File: config.mk
export PLATFORM = sky130hd
export DESIGN_NAME = ibw_bit_timing
export DESIGN_NICKNAME = d
export VERILOG_FILES = /design/src/logic/ibw_pkg.sv /design/src/logic/ibw_bit_timing.sv
export VERILOG_INCLUDE_DIRS = /design/src /design/src/logic
export SDC_FILE = /design/constraint.sdc
export NUM_CORES = 1
export LEC_CHECK = 0
export BUFFER_PORTS_ARGS = -buffer_cell sky130_fd_sc_hd__buf_2
export CAP_MARGIN = 0
export CORE_MARGIN = 2
export CORE_UTILIZATION = 46
export DETAILED_ROUTE_END_ITERATION = 8
export GPL_ROUTABILITY_DRIVEN = 0
export HOLD_SLACK_MARGIN = 0.15
export PLACE_DENSITY = 0.78
export SYNTH_ARGS = -nofsm -noshare
export SYNTH_HDL_FRONTEND = slang
export SYNTH_SLANG_ARGS = --single-unit
File: constraint.sdc
create_clock -name aclk -period 1.9 [get_ports aclk]
set_clock_uncertainty 0.05 [all_clocks]
set_input_delay 0.285 -clock aclk [delete_from_list [all_inputs] [get_ports aclk]]
set_output_delay 0.285 -clock aclk [all_outputs]
set_load 0.1 [all_outputs]
File: src/logic/ibw_map.svh
// Register offsets, field positions, reset values and timing counts of the bit timing block
`ifndef IBW_MAP_SVH
`define IBW_MAP_SVH

`define IBW_ADDR_W          8
`define IBW_OFS_CONFIG      8'h00
`define IBW_OFS_IRQ_STATUS  8'h04
`define IBW_OFS_IRQ_MASK    8'h08
`define IBW_OFS_STATE       8'h0C

`define IBW_CFG_TARGET_EN   7
`define IBW_CFG_MASTER_REQ  6
`define IBW_CFG_CLR_TIMEOUT 5
`define IBW_CFG_TIMER_RUN   4
`define IBW_CFG_MTS_HI      1
`define IBW_CFG_MTS_LO      0
`define IBW_CONFIG_RESET    8'h00
`define IBW_MASK_RESET      4'h0

`define IBW_EV_DATA_READY   0
`define IBW_EV_TIMEOUT      1
`define IBW_EV_START        2
`define IBW_EV_STOP         3

`define IBW_STATE_CTRL      0
`define IBW_STATE_BUSY      1
`define IBW_STATE_MIN_OK    2
`define IBW_STATE_TIMER_LSB 16

`define IBW_MC_CLOCKS       6
`define IBW_RELOAD_BASE     10'h008
`define IBW_TIMER_W         10
`define IBW_MIN_COUNT_10    4'h7
`define IBW_MIN_COUNT_01    4'h6
`define IBW_MIN_COUNT_00    4'h5
`define IBW_MIN_COUNT_11    4'h4

`define IBW_RESP_OKAY       2'h0
`define IBW_RESP_SLVERR     2'h2

`endif

File: src/logic/ibw_pkg.sv
// Types shared by the bit timing and bus watch block
package ibw_pkg;

	typedef struct packed {
		logic       target_enable;
		logic       master_request;
		logic       bus_timer_run;
		logic [1:0] min_time_select;
	} ibw_config_type;

	// Order matches the event bit positions: stop, start, timeout, data ready
	typedef struct packed {
		logic stop;
		logic start;
		logic timeout;
		logic data_ready;
	} ibw_events_type;

	typedef struct packed {
		logic        aw_have;
		logic        w_have;
		logic [7:0]  aw_addr;
		logic [31:0] wdata;
		logic [3:0]  wstrb;
		logic        awready;
		logic        wready;
		logic        bvalid;
		logic [1:0]  bresp;
		logic        arready;
		logic        rvalid;
		logic [31:0] rdata;
		logic [1:0]  rresp;
	} ibw_axi_type;

	typedef struct packed {
		ibw_config_type cfg;
		ibw_events_type status;
		ibw_events_type mask;
		logic [2:0]     scl_sync;
		logic [2:0]     sda_sync;
		logic [2:0]     mc_div;
		logic [9:0]     timer;
		logic           min_ok;
		logic           bus_busy;
		logic           is_controller;
		logic           release_pending;
		logic           scl_oe;
		logic           sda_oe;
		logic           data_ready_set;
		logic           start_det;
		logic           stop_det;
		logic           irq;
		ibw_axi_type    axi;
	} ibw_state_type;

endpackage

File: src/logic/ibw_bit_timing.sv
// Bit timing, clock stretching and bus watch timer of the bit-level two-wire interface
//
// Behaviour
// - A controller request raised during a busy bus waits for a stop condition or a bus time-out.
// - The transmit bit reaches SDA only while SCL is low.
// - SCL low phase is stretched while a bit event awaits the service routine.
// - Data ready is signalled at every SCL rising edge while the interface is enabled.
// - Minimum SCL high and low times equal selected machine cycles of six clocks.
// - The bus watch timer reloads at every SCL transition while operating.
// - Reload value is eight minus minimum count; minimum time done at count eight.
// - All enables off: interface disabled; timer cleared and stopped if timer run off.
// - Enabled without timer run: only three low timer bits count, no hung check.
// - Enabled with timer run: full timer counts in frames, reloaded by edges, cleared by start, stop.
// - Selector 10/01/00/11 gives minimum counts 7/6/5/4, also as controller.
// - Time-out periods are 1023/1022/1021/1020 machine cycles for 10/01/00/11.
// - Target enable is cleared by reset and by a bus time-out.
// - Controller role set when requested and bus idle; cleared by loss, or by the next stop after a stop command given with the request off.
//
// Implementation choices: the AXI4-Lite interface to the registers and the placing of the registers.
`timescale 1ns/10ps
`include "ibw_map.svh"

module ibw_bit_timing (
	input  wire logic        aclk,            // System clock, 50 MHz
	input  wire logic        aresetn,         // Synchronous reset, active low
	input  wire logic [7:0]  s_axi_awaddr,    // Write address
	input  wire logic        s_axi_awvalid,   // Write address valid
	output logic             s_axi_awready,   // Write address ready
	input  wire logic [31:0] s_axi_wdata,     // Write data
	input  wire logic [3:0]  s_axi_wstrb,     // Write byte strobes
	input  wire logic        s_axi_wvalid,    // Write data valid
	output logic             s_axi_wready,    // Write data ready
	output logic [1:0]       s_axi_bresp,     // Write response
	output logic             s_axi_bvalid,    // Write response valid
	input  wire logic        s_axi_bready,    // Write response ready
	input  wire logic [7:0]  s_axi_araddr,    // Read address
	input  wire logic        s_axi_arvalid,   // Read address valid
	output logic             s_axi_arready,   // Read address ready
	output logic [31:0]      s_axi_rdata,     // Read data
	output logic [1:0]       s_axi_rresp,     // Read response
	output logic             s_axi_rvalid,    // Read data valid
	input  wire logic        s_axi_rready,    // Read data ready
	input  wire logic        scl_in,          // SCL pin level
	output logic             scl_out,         // SCL output value, always low
	output logic             scl_oe,          // SCL pulled low while high
	input  wire logic        sda_in,          // SDA pin level
	output logic             sda_out,         // SDA output value, always low
	output logic             sda_oe,          // SDA pulled low while high
	input  wire logic        transmit_bit,    // Bit to place on SDA
	input  wire logic        transmit_active, // SDA may be driven low
	input  wire logic        event_pending,   // Bit event not yet serviced
	input  wire logic        arbitration_lost,// Pulse: arbitration lost
	input  wire logic        send_stop_cmd,   // Pulse: software asked for a stop
	output logic             data_ready_set,  // Pulse: SCL rising edge seen
	output logic             start_det,       // Pulse: start condition seen
	output logic             stop_det,        // Pulse: stop condition seen
	output logic             is_controller,   // Device holds the controller role
	output logic             bus_busy,        // Frame in progress on the bus
	output logic             min_time_ok,     // Minimum SCL phase time elapsed
	output logic             irq              // Level interrupt
);

	// All state of the block is one registered struct; s_next is its next value
	ibw_pkg::ibw_state_type s_reg;
	ibw_pkg::ibw_state_type s_next;

	// Minimum phase length in machine cycles for each selector code

	function automatic logic [3:0] min_count(input logic [1:0] sel);
		unique case (sel)
			2'b10: min_count = `IBW_MIN_COUNT_10;
			2'b01: min_count = `IBW_MIN_COUNT_01;
			2'b00: min_count = `IBW_MIN_COUNT_00;
			2'b11: min_count = `IBW_MIN_COUNT_11;
		endcase
	endfunction

	// Read view of the registers; unmapped offsets and reserved bits read zero
	function automatic logic [31:0] read_word(input ibw_pkg::ibw_state_type st,
	                                          input logic [7:0] addr);
		read_word = 32'h0000_0000;
		case (addr)
			`IBW_OFS_CONFIG: begin
				read_word[`IBW_CFG_TARGET_EN]   = st.cfg.target_enable;
				read_word[`IBW_CFG_MASTER_REQ]  = st.cfg.master_request;
				read_word[`IBW_CFG_TIMER_RUN]   = st.cfg.bus_timer_run;
				read_word[`IBW_CFG_MTS_HI]      = st.cfg.min_time_select[1];
				read_word[`IBW_CFG_MTS_LO]      = st.cfg.min_time_select[0];
			end
			`IBW_OFS_IRQ_STATUS: read_word[3:0] = st.status;
			`IBW_OFS_IRQ_MASK:   read_word[3:0] = st.mask;
			`IBW_OFS_STATE: begin
				read_word[`IBW_STATE_CTRL]   = st.is_controller;
				read_word[`IBW_STATE_BUSY]   = st.bus_busy;
				read_word[`IBW_STATE_MIN_OK] = st.min_ok;
				read_word[`IBW_STATE_TIMER_LSB +: `IBW_TIMER_W] = st.timer;
			end
			default: read_word = 32'h0000_0000;
		endcase
	endfunction

	// True for the four decoded offsets; anything else answers with an error
	function automatic logic mapped(input logic [7:0] addr);
		mapped = (addr == `IBW_OFS_CONFIG) || (addr == `IBW_OFS_IRQ_STATUS) ||
		         (addr == `IBW_OFS_IRQ_MASK) || (addr == `IBW_OFS_STATE);
	endfunction

	logic       scl;
	logic       scl_prev;
	logic       sda;
	logic       sda_prev;
	logic       scl_edge;
	logic       start_cond;
	logic       stop_cond;
	logic       enabled;
	logic       mc_tick;
	logic [3:0] low_sum;
	logic [10:0] full_sum;
	logic       do_write;
	logic [7:0] wbyte;
	ibw_pkg::ibw_events_type ev_set;
	ibw_pkg::ibw_events_type ev_clr;
	logic       clr_timeout;

	// Timing notes for the next engineer:
	// Both pins are sampled asynchronously, so edges and start or stop
	// conditions are seen three clocks after the pin moves. At 50 MHz this
	// lag is half of one machine cycle and does not disturb the minimum
	// phase times, but a test that watches pulses must allow for it.
	// Start and stop are only recognised while SCL was high in both of the
	// last two samples, so an SDA change that races an SCL fall is ignored.
	// The machine cycle divider runs free; the first tick after a reload
	// may therefore come up to five clocks early. The minimum times are
	// met to within one machine cycle, which the bus tolerates.
	always_comb begin
		s_next = s_reg;
		s_next.data_ready_set = 1'b0;
		s_next.start_det = 1'b0;
		s_next.stop_det = 1'b0;
		ev_set = '0;
		ev_clr = '0;
		clr_timeout = 1'b0;

		// Pins pass two flip-flops; the third stage keeps the previous level
		s_next.scl_sync = {s_reg.scl_sync[1:0], scl_in};
		s_next.sda_sync = {s_reg.sda_sync[1:0], sda_in};
		scl = s_reg.scl_sync[1];
		scl_prev = s_reg.scl_sync[2];
		sda = s_reg.sda_sync[1];
		sda_prev = s_reg.sda_sync[2];
		scl_edge = scl ^ scl_prev;
		start_cond = scl && scl_prev && sda_prev && !sda;
		stop_cond = scl && scl_prev && !sda_prev && sda;

		enabled = s_reg.cfg.target_enable || s_reg.cfg.master_request ||
		          s_reg.is_controller;

		mc_tick = (s_reg.mc_div == 3'(`IBW_MC_CLOCKS - 1));
		s_next.mc_div = mc_tick ? 3'h0 : 3'(s_reg.mc_div + 3'h1);

		low_sum = {1'b0, s_reg.timer[2:0]} + 4'h1;
		full_sum = {1'b0, s_reg.timer} + 11'h001;


		// Bus watch timer
		// The low three bits give the minimum phase time: carry out of bit 2
		// marks count eight. With timer run set and a frame open, all ten bits
		// count and the carry out of bit 9 is the hung bus time-out.
		// Without timer run only the low bits move, so no time-out can occur.
		if (!enabled && !s_reg.cfg.bus_timer_run) begin
			s_next.timer = '0;
			s_next.min_ok = 1'b0;
		end else if (!enabled) begin
			s_next.min_ok = 1'b0;
		end else if (scl_edge) begin
			s_next.timer = `IBW_RELOAD_BASE -
			               {6'h00, min_count(s_reg.cfg.min_time_select)};
			s_next.min_ok = 1'b0;
		end else if (s_reg.cfg.bus_timer_run && (start_cond || stop_cond)) begin
			s_next.timer = '0;
			s_next.min_ok = 1'b0;
		end else if (mc_tick) begin
			if (s_reg.cfg.bus_timer_run && s_reg.bus_busy) begin
				s_next.timer = full_sum[9:0];
				if (low_sum[3])
					s_next.min_ok = 1'b1;
				if (full_sum[10])
					ev_set.timeout = 1'b1;
			end else begin
				s_next.timer[2:0] = low_sum[2:0];
				if (low_sum[3])
					s_next.min_ok = 1'b1;
			end
		end

		// Bus state
		if (start_cond) begin
			s_next.bus_busy = 1'b1;
			s_next.start_det = 1'b1;
			ev_set.start = 1'b1;
		end
		if (stop_cond) begin
			s_next.bus_busy = 1'b0;
			s_next.stop_det = 1'b1;
			ev_set.stop = 1'b1;
		end
		if (enabled && scl && !scl_prev) begin
			s_next.data_ready_set = 1'b1;
			ev_set.data_ready = 1'b1;
		end
		if (ev_set.timeout) begin
			s_next.bus_busy = 1'b0;
			s_next.timer = '0;
			s_next.cfg.target_enable = 1'b0;
		end


		// Controller role
		// A request during a busy frame waits until a stop or a bus time-out frees the bus.
		// A release armed by a stop command takes effect at the stop itself.
		if (send_stop_cmd && !s_reg.cfg.master_request)
			s_next.release_pending = 1'b1;
		if (arbitration_lost) begin
			s_next.is_controller = 1'b0;
			s_next.release_pending = 1'b0;
		end else if (s_reg.release_pending && stop_cond) begin
			s_next.is_controller = 1'b0;
			s_next.release_pending = 1'b0;
		end else if (s_reg.cfg.master_request && !s_reg.bus_busy && !start_cond) begin
			s_next.is_controller = 1'b1;
		end


		// SCL drive: stretching and controller phase timing
		// A pending bit event holds SCL low; the hold is only started while
		// SCL is already low, so a high phase is never cut short.
		if (!enabled) begin
			s_next.scl_oe = 1'b0;
		end else if (s_reg.is_controller) begin
			if (scl && !s_reg.scl_oe)
				s_next.scl_oe = s_reg.min_ok && s_reg.bus_busy;
			else
				s_next.scl_oe = !(s_reg.min_ok && !event_pending);
		end else begin
			s_next.scl_oe = event_pending && (s_reg.scl_oe || !scl);
		end

		// SDA follows the transmit bit only during SCL low
		if (!enabled)
			s_next.sda_oe = 1'b0;
		else if (!scl)
			s_next.sda_oe = transmit_active && !transmit_bit;


		// Register bus
		// Address and data are captured independently and the write is done
		// once both are held; the response waits for its ready before the
		// next write may be taken. Only byte lane zero carries register bits.
		if (s_reg.axi.awready && s_axi_awvalid) begin
			s_next.axi.aw_have = 1'b1;
			s_next.axi.aw_addr = s_axi_awaddr;
		end
		if (s_reg.axi.wready && s_axi_wvalid) begin
			s_next.axi.w_have = 1'b1;
			s_next.axi.wdata = s_axi_wdata;
			s_next.axi.wstrb = s_axi_wstrb;
		end
		if (s_reg.axi.bvalid && s_axi_bready)
			s_next.axi.bvalid = 1'b0;
		do_write = s_reg.axi.aw_have && s_reg.axi.w_have && !s_reg.axi.bvalid;
		wbyte = s_reg.axi.wdata[7:0];
		if (do_write) begin
			s_next.axi.aw_have = 1'b0;
			s_next.axi.w_have = 1'b0;
			s_next.axi.bvalid = 1'b1;
			s_next.axi.bresp = mapped(s_reg.axi.aw_addr) ? `IBW_RESP_OKAY : `IBW_RESP_SLVERR;
			if (s_reg.axi.wstrb[0]) begin
				case (s_reg.axi.aw_addr)
					`IBW_OFS_CONFIG: begin
						if (!ev_set.timeout)
							s_next.cfg.target_enable = wbyte[`IBW_CFG_TARGET_EN];
						s_next.cfg.master_request = wbyte[`IBW_CFG_MASTER_REQ];
						s_next.cfg.bus_timer_run = wbyte[`IBW_CFG_TIMER_RUN];
						s_next.cfg.min_time_select = {wbyte[`IBW_CFG_MTS_HI],
						                              wbyte[`IBW_CFG_MTS_LO]};
						clr_timeout = wbyte[`IBW_CFG_CLR_TIMEOUT];
					end
					`IBW_OFS_IRQ_STATUS: ev_clr = wbyte[3:0];
					`IBW_OFS_IRQ_MASK:   s_next.mask = wbyte[3:0];
					default: ;
				endcase
			end
		end
		if (clr_timeout)
			ev_clr.timeout = 1'b1;
		s_next.status = (s_reg.status & ~ev_clr) | ev_set;

		if (s_reg.axi.rvalid && s_axi_rready)
			s_next.axi.rvalid = 1'b0;
		if (s_reg.axi.arready && s_axi_arvalid) begin
			s_next.axi.rvalid = 1'b1;
			s_next.axi.rdata = read_word(s_reg, s_axi_araddr);
			s_next.axi.rresp = mapped(s_axi_araddr) ? `IBW_RESP_OKAY : `IBW_RESP_SLVERR;
		end
		s_next.axi.awready = !s_next.axi.aw_have && !s_next.axi.bvalid;
		s_next.axi.wready = !s_next.axi.w_have && !s_next.axi.bvalid;
		s_next.axi.arready = !s_next.axi.rvalid;

		s_next.irq = |(s_next.status & s_next.mask);
	end

	always_ff @(posedge aclk) begin
		if (!aresetn) begin
			s_reg <= '0;
			s_reg.cfg <= ibw_pkg::ibw_config_type'(`IBW_CONFIG_RESET);
			s_reg.mask <= `IBW_MASK_RESET;
			s_reg.scl_sync <= 3'h7;
			s_reg.sda_sync <= 3'h7;
		end else begin
			s_reg <= s_next;
		end
	end

	// Every output except scl_out and sda_out comes straight from the state register
	assign s_axi_awready = s_reg.axi.awready;
	assign s_axi_wready = s_reg.axi.wready;
	assign s_axi_bvalid = s_reg.axi.bvalid;
	assign s_axi_bresp = s_reg.axi.bresp;
	assign s_axi_arready = s_reg.axi.arready;
	assign s_axi_rvalid = s_reg.axi.rvalid;
	assign s_axi_rdata = s_reg.axi.rdata;
	assign s_axi_rresp = s_reg.axi.rresp;

	// Open-drain pins: the value is always low, the enable does the work
	assign scl_out = 1'b0;
	assign sda_out = 1'b0;
	assign scl_oe = s_reg.scl_oe;
	assign sda_oe = s_reg.sda_oe;
	assign data_ready_set = s_reg.data_ready_set;
	assign start_det = s_reg.start_det;
	assign stop_det = s_reg.stop_det;
	assign is_controller = s_reg.is_controller;
	assign bus_busy = s_reg.bus_busy;
	assign min_time_ok = s_reg.min_ok;
	assign irq = s_reg.irq;

endmodule

==> impl_metrics.env, run 1 <==
export IMPL_grt_pass1_wl_microns=14200
export IMPL_dr_total_vias=3334
export IMPL_cts_buffers=9
export IMPL_cp_required_ns=2.15
export IMPL_ys_flop_type="dfxtp_1"
export IMPL_slowest_stage="or4_4"
export IMPL_synth_distinct_cells=53
export IMPL_status="complete, no violations"
export IMPL_yosys_area_share_simple_pct=23.3
export IMPL_critPathKind="reg2reg"
export IMPL_period_needed_ns=1.86
export IMPL_critical_path_max_stage_delay_ns=0.60
export IMPL_wl_per_cell_microns=13.9
export IMPL_critPathCaptureType="flop"
export IMPL_viasPerCell=5.17
export IMPL_die_w_microns=95.9
export IMPL_reg2reg_to="irq$_SDFF_PN0_"
export IMPL_crit_path_start_kind="flop"
export IMPL_whs_path_depth=3
export IMPL_r2r_slack_ns=0.04
export IMPL_final_util_pct=59.3
export IMPL_overflow=0
export IMPL_clkSinkCount=85
export IMPL_routed_wl_microns=8960
export IMPL_drc_errors=0
export IMPL_drive_gt1_share_pct=28.5
export IMPL_synth_top_area_cell="dfxtp_1"
export IMPL_p_leak_nw=2.04
export IMPL_core_rowCount=33
export IMPL_finalHoldViolations=0
export IMPL_core_area_sq_um=8220
export IMPL_crit_family="simple AND/OR/NAND/NOR gates"
export IMPL_synth_xor_area_share_pct=0.451
export IMPL_fin_cells=645
export IMPL_hold_path_end="s_axi_rvalid$_SDFF_PN0_"
export IMPL_post_dp_hpwl_microns=6280
export IMPL_vdd_ir_drop_max_mv=0.498
export IMPL_timing_critical_path_buf_inv=1
export IMPL_arrival_ns=2.11
export IMPL_hp_start="s_axi_rready"
export IMPL_yosysWarnings=0
export IMPL_cts_root_buf="clkbuf_8"
export IMPL_clkSlewWorstSetupHoldPaths_ns=0.09
export IMPL_max_clock_path_buffers=2
export IMPL_nNetsFinal=608
export IMPL_fmax_mhz=538
export IMPL_syn_avg_cell_area_sq_um=8.98
export IMPL_antenna_found_initial=0
export IMPL_r2r_start="s_reg[115]$_SDFF_PN1_"
export IMPL_drtIter0Drc=191
export IMPL_stdcell_area_sq_um=4870
export IMPL_drv_slew=0
export IMPL_ant_nets=0
export IMPL_syn_to_final_growth_pct=25.4
export IMPL_cts_max_level=3
export IMPL_crit_chain="ha_4 -> inv_1 -> o2111ai_4 -> or4_4 -> nand2_1 -> a221o_1"
export IMPL_async_reset_ff_share_pct=0
export IMPL_dp_cells=603
export IMPL_grt_total_usage_pct=19.8
export IMPL_synthAdderAreaFrac_pct=2.25
export IMPL_cap_violations=0
export IMPL_cts_tree="yes"
export IMPL_synthesis_area_sq_um=3890
export IMPL_initial_core_util_pct=47.3
export IMPL_power_density_nw_per_um2=771
export IMPL_clock_latency_ns=0.37
export IMPL_port_buffers=71
export IMPL_firstDrtPassIters=5
export IMPL_yosysTopAreaCellShare_pct=43.8
export IMPL_synth_edf_count=0
export IMPL_ys_seq_area_share_pct=43.8
export IMPL_setup_viol=0
export IMPL_ys_ff_latch=85
export IMPL_dieArea_sq_um=9200
export IMPL_grt_pass1_vias=3188
export IMPL_synth_area_mux_share_pct=4.28
export IMPL_place_area_sq_um=4350
export IMPL_synthCells=433
export IMPL_grt_start_max_net_pins=41
export IMPL_setup_ws_ns=0.0416
export IMPL_synth_compound_area_share_pct=15.8
export IMPL_largest_register_ffs=48
export IMPL_finalCritPeriodShare_pct=97.8
export IMPL_reg2reg_depth=6
export IMPL_synth_top_family_by_area="simple AND/OR/NAND/NOR gates"
export IMPL_cp_max_fo=4
export IMPL_place_ws_ns=0.0301
export IMPL_hold_path_class="in2reg"
export IMPL_ys_top_cells_by_area="dfxtp_1, buf_4, nand2_1"
export IMPL_antennaDiodeCount=0
export IMPL_pin_count=118
export IMPL_die_h_microns=95.9
[cells in the final DEF (no fill, tap or decap), types with 11 or more instances in the layout]
master         Yosys  layout
a21boi_0          20      20
a22oi_1           14      14
buf_4             39      30
dlygate4sd3_1      0      23
nor2_1            27      27
conb_1             1      19
dfxtp_1           85      75
mux2i_1           11      11
a21oi_1           15      15
nand2_1           60      60
buf_2              1      71
inv_1             12      11
nor2b_1           27      27
[repair_timing]
action                                  in CTS  in global routing
gates resized for setup                      0                 18
hold buffers                                23                  0
endpoints found under the setup margin       0                 12
hold endpoints to repair                    22                  0
setup buffers                                0                  2
[worst reg2reg max path: stages, from the launching register on]
cell and delay, ns:
dfxtp_2 0.34, ha_4 0.24, inv_1 0.13, o2111ai_4 0.15, or4_4 0.60, nand2_1 0.10
a221o_1 0.18
[synth_stat cells, drive strengths merged, types with 2 or more instances]
library cell / n
dfxtp: 85
nand2: 60
buf: 40
nor2: 27
nor2b: 27
a21boi: 20
a21oi: 15
a22oi: 14
clkbuf: 13
nor3: 13
inv: 12
mux2i: 11
nand2b: 9
ha: 7
nand3: 7
o21ai: 7
a211oi: 6
and2: 6
and3: 6
a31oi: 5
and3b: 4
a32oi: 3
nand4: 3
or4: 3
a41o: 2
and4: 2
mux4: 2
nor3b: 2
o221a: 2
o22ai: 2
or2: 2
or3: 2
[how the worst max path moves through the flow]
stage | startpoint | end | slack, ns | depth (start not counted)
6_report | s_reg[115]$_SDFF_PN1_ | irq$_SDFF_PN0_ | 0.04 | 6
5_1_grt | s_reg[108]$_SDFF_PP0_ | s_reg[98]$_SDFFE_PP0P_ | -0.008 | 7
4_1_cts | s_reg[107]$_SDFF_PP0_ | s_reg[99]$_SDFFE_PP0P_ | 0.02 | 6
3_5_place_dp | s_reg[107]$_SDFF_PP0_ | s_reg[99]$_SDFFE_PP0P_ | 0.03 | 6
3_3_place_gp | s_reg[107]$_SDFF_PP0_ | s_reg[99]$_SDFFE_PP0P_ | 0.07 | 6
2_1_floorplan | s_axi_bvalid$_SDFF_PN0_ | irq$_SDFF_PN0_ | 0.04 | 5
[per-layer routing]
layer	part of all wire [%]	wire length [microns]	global-route usage (%)
met2	50	4500	33.9
met5	0	0	0
met3	5.4	482	4.62
met4	2.0	180	7.98
met1	42	3790	23.9
[layout make-up]
type                    count  area (sq um)
fillers                   709          3340
flip-flops and latches     85          1720
inverters                  12          45.0
clock inverters             7          81.3
clock buffers               9           124
multi-input cells         302          1940
repair buffers            125           831
well taps                 105           131
[cell families (layout without fill, tap and decap cells)]
kind of cell / Yosys count / count (layout)
xor gates and xnor gates: 2 / 2
buffers and inverters: 65 / 153
muxes: 14 / 14
DFF: 85 / 85
adders and majority gates: 7 / 7
and+or+nand+nor: 175 / 175
other: 1 / 19
AOI/OAI and AO/OA: 84 / 85
[stage by stage]
| stage | hold slack, ns | setup TNS [ns] | power (W) |
|---|---|---|---|
| 6_report | 0.154 | 0 | 0.00376 |
| 5_1_grt | 0.188 | -0.0140 | 0.00388 |
| 4_1_cts | 0.155 | 0 | 0.00375 |
| 3_5_place_dp | 0.346 | 0 | 0.00239 |
| 3_3_place_gp | 0.345 | 0 | 0.00238 |
| 2_1_floorplan | 0.336 | 0 | 0.00232 |
[power by group]
part / switching (W) / leakage [nW] / internal, W
Combinational: 0.000386 / 1.24 / 0.000152
Clock: 0.000727 / 0.107 / 0.000631
Sequential: 0.0000345 / 0.691 / 0.00183
Note: power is estimated with default switching activity, not from simulation.
==> run 2, diff against run 1 <==
--- a/config.mk
+++ b/config.mk
@@ -13,7 +13,7 @@
 export DETAILED_ROUTE_END_ITERATION = 8
 export GPL_ROUTABILITY_DRIVEN = 0
 export HOLD_SLACK_MARGIN = 0.15
-export PLACE_DENSITY = 0.78
+export PLACE_DENSITY = 0.74
 export SYNTH_ARGS = -nofsm -noshare
 export SYNTH_HDL_FRONTEND = slang
 export SYNTH_SLANG_ARGS = --single-unit
==> run 2 against run 1 <==
Effect of this change:
- first-iteration DRC count down 41%
- largest cell class unchanged
- count of clock-buffer cells in the layout did not move
- via count down 0.99%
- wire length fell by 3.2%
- cell count down 0.47%
- sequential share of layout area fell by 0.36 points
==> impl_metrics.env, run 2 (synthesized netlist as in run 1, its figures left out) <==
export IMPL_clkSinkCount=85
export IMPL_fin_cells=642
export IMPL_post_dp_hpwl_microns=6160
export IMPL_cp_required_ns=2.09
export IMPL_initial_core_util_pct=47.3
export IMPL_pin_count=118
export IMPL_r2r_start="s_reg[107]$_SDFF_PP0_"
export IMPL_timing_critical_path_buf_inv=0
export IMPL_seq_area_sq_um=1720
export IMPL_finalCritPeriodShare_pct=96.4
export IMPL_final_util_pct=59.8
export IMPL_r2r_slack_ns=0.07
export IMPL_critPathCaptureType="flop"
export IMPL_power_w=0.00409
export IMPL_grt_total_usage_pct=19.6
export IMPL_cap_violations=0
export IMPL_crit_chain="ha_4 -> and4_4 -> o2111ai_4 -> or4_4 -> o211ai_4 -> nor3_2"
export IMPL_power_density_nw_per_um2=831
export IMPL_cts_buffers=9
export IMPL_setup_tns_final_ns=0
export IMPL_clock_latency_ns=0.36
export IMPL_antennaDiodeCount=0
export IMPL_hold_path_class="in2reg"
export IMPL_status="complete, no violations"
export IMPL_drive_gt1_share_pct=28.3
export IMPL_syn_to_final_growth_pct=26.4
export IMPL_cts_max_level=3
export IMPL_dr_total_vias=3301
export IMPL_wl_per_cell_microns=13.5
export IMPL_vdd_ir_drop_max_mv=0.405
export IMPL_fillCellCount=737
export IMPL_setup_ws_ns=0.0687
export IMPL_reg2reg_to="s_reg[99]$_SDFFE_PP0P_"
export IMPL_overflow=0
export IMPL_crit_family="simple AND/OR/NAND/NOR gates"
export IMPL_period_needed_ns=1.83
export IMPL_crit_path_start_kind="flop"
export IMPL_core_rowCount=33
export IMPL_die_w_microns=95.9
export IMPL_arrival_ns=2.02
export IMPL_hold_path_end="s_axi_rvalid$_SDFF_PN0_"
export IMPL_drv_slew=0
export IMPL_max_clock_path_buffers=2
export IMPL_largest_register_ffs=48
export IMPL_drc_errors=0
export IMPL_p_leak_nw=2.05
export IMPL_grt_pass1_wl_microns=14100
export IMPL_clkSlewWorstSetupHoldPaths_ns=0.08
export IMPL_cp_max_fo=5
export IMPL_antenna_found_initial=0
export IMPL_slowest_stage="or4_4"
export IMPL_drtIter0Drc=112
export IMPL_routed_wl_microns=8670
export IMPL_fmax_mhz=546
export IMPL_multi_input_area_sq_um=1950
export IMPL_nNetsFinal=605
export IMPL_layout_common_cells="dfxtp_1, buf_2, nand2_1"
export IMPL_grt_pass1_vias=3053
export IMPL_critPathKind="reg2reg"
export IMPL_rsz0062_at_grt="yes"
export IMPL_core_area_sq_um=8220
export IMPL_reg2reg_depth=6
export IMPL_cts_root_buf="clkbuf_8"
export IMPL_mostFrequentLayoutCell="dfxtp_1"
export IMPL_finalHoldViolations=0
export IMPL_whs_path_depth=3
export IMPL_viasPerCell=5.14
export IMPL_die_h_microns=95.9
export IMPL_hp_start="s_axi_rready"
export IMPL_dieArea_sq_um=9200
export IMPL_firstDrtPassIters=4
export IMPL_setup_viol=0
export IMPL_dp_cells=602
export IMPL_cts_tree="yes"
export IMPL_port_buffers=71
export IMPL_grt_start_max_net_pins=39
export IMPL_critical_path_max_stage_delay_ns=0.50
export IMPL_ant_nets=0
export IMPL_place_ws_ns=0.0000323
run 2: worst register-to-register path, stage by stage (launching register included):
cell and delay (ns):
dfxtp_2 0.38, ha_4 0.14, and4_4 0.25, o2111ai_4 0.13
or4_4 0.50, o211ai_4 0.17, nor3_2 0.09
run 2: power breakdown:
group	internal, W	switching, W	total (W)
sequential	0.00183	0.0000357	0.00186
combinational	0.000149	0.000381	0.000531
clock	0.00101	0.000681	0.00169
total	0.00299	0.00110	0.00409
run 2: worst max-delay path by stage:
stage                                 start                      to  slack (ns)  depth (start not counted)
detailed placement    s_reg[107]$_SDFF_PP0_  s_reg[97]$_SDFFE_PP0P_     0.00003                          6
floorplan           s_axi_bvalid$_SDFF_PN0_          irq$_SDFF_PN0_        0.04                          5
global route          s_reg[115]$_SDFF_PN1_  s_reg[99]$_SDFFE_PP0P_      -0.004                          6
finish                s_reg[107]$_SDFF_PP0_  s_reg[99]$_SDFFE_PP0P_        0.07                          6
global placement      s_reg[107]$_SDFF_PP0_  s_reg[97]$_SDFFE_PP0P_        0.06                          6
CTS                   s_reg[107]$_SDFF_PP0_  s_reg[97]$_SDFFE_PP0P_        0.03                          6
run 2: final cells by class:
class | instances | area share (%)
Multi-Input combinational cell | 302 | 39.7
Sequential cell | 85 | 34.9
Timing Repair Buffer | 122 | 16.3
Clock inverter | 7 | 2.95
Tap cell | 105 | 2.67
Clock buffer | 9 | 2.52
Inverter | 12 | 0.917
run 2: timing repair:
item / in CTS / in global routing
buffers inserted: 0 / 2
endpoints found under the setup margin: 3 / 13
endpoints found under the hold margin: 21 / 0
gates cloned: 1 / 0
hold buffers: 21 / 0
pin swaps: 1 / 0
gates resized for setup: 0 / 18
run 2: stage by stage:
step	hold WS [ns]	cell area (sq um)
CTS	0.165	4830
global placement	0.343	4340
floorplan	0.336	3980
detailed placement	0.355	4340
finish	0.164	4910
global route	0.182	4910
run 2: metal layers:
layer | vias to the layer above | share of wire, % | track usage, %
met3 | 13 | 4.8 | 3.68
li1 | 1649 | - | -
met4 | 0 | 1.8 | 7.98
met1 | 1549 | 43 | 23.5
met5 | - | 0 | 0
met2 | 90 | 50 | 34.4
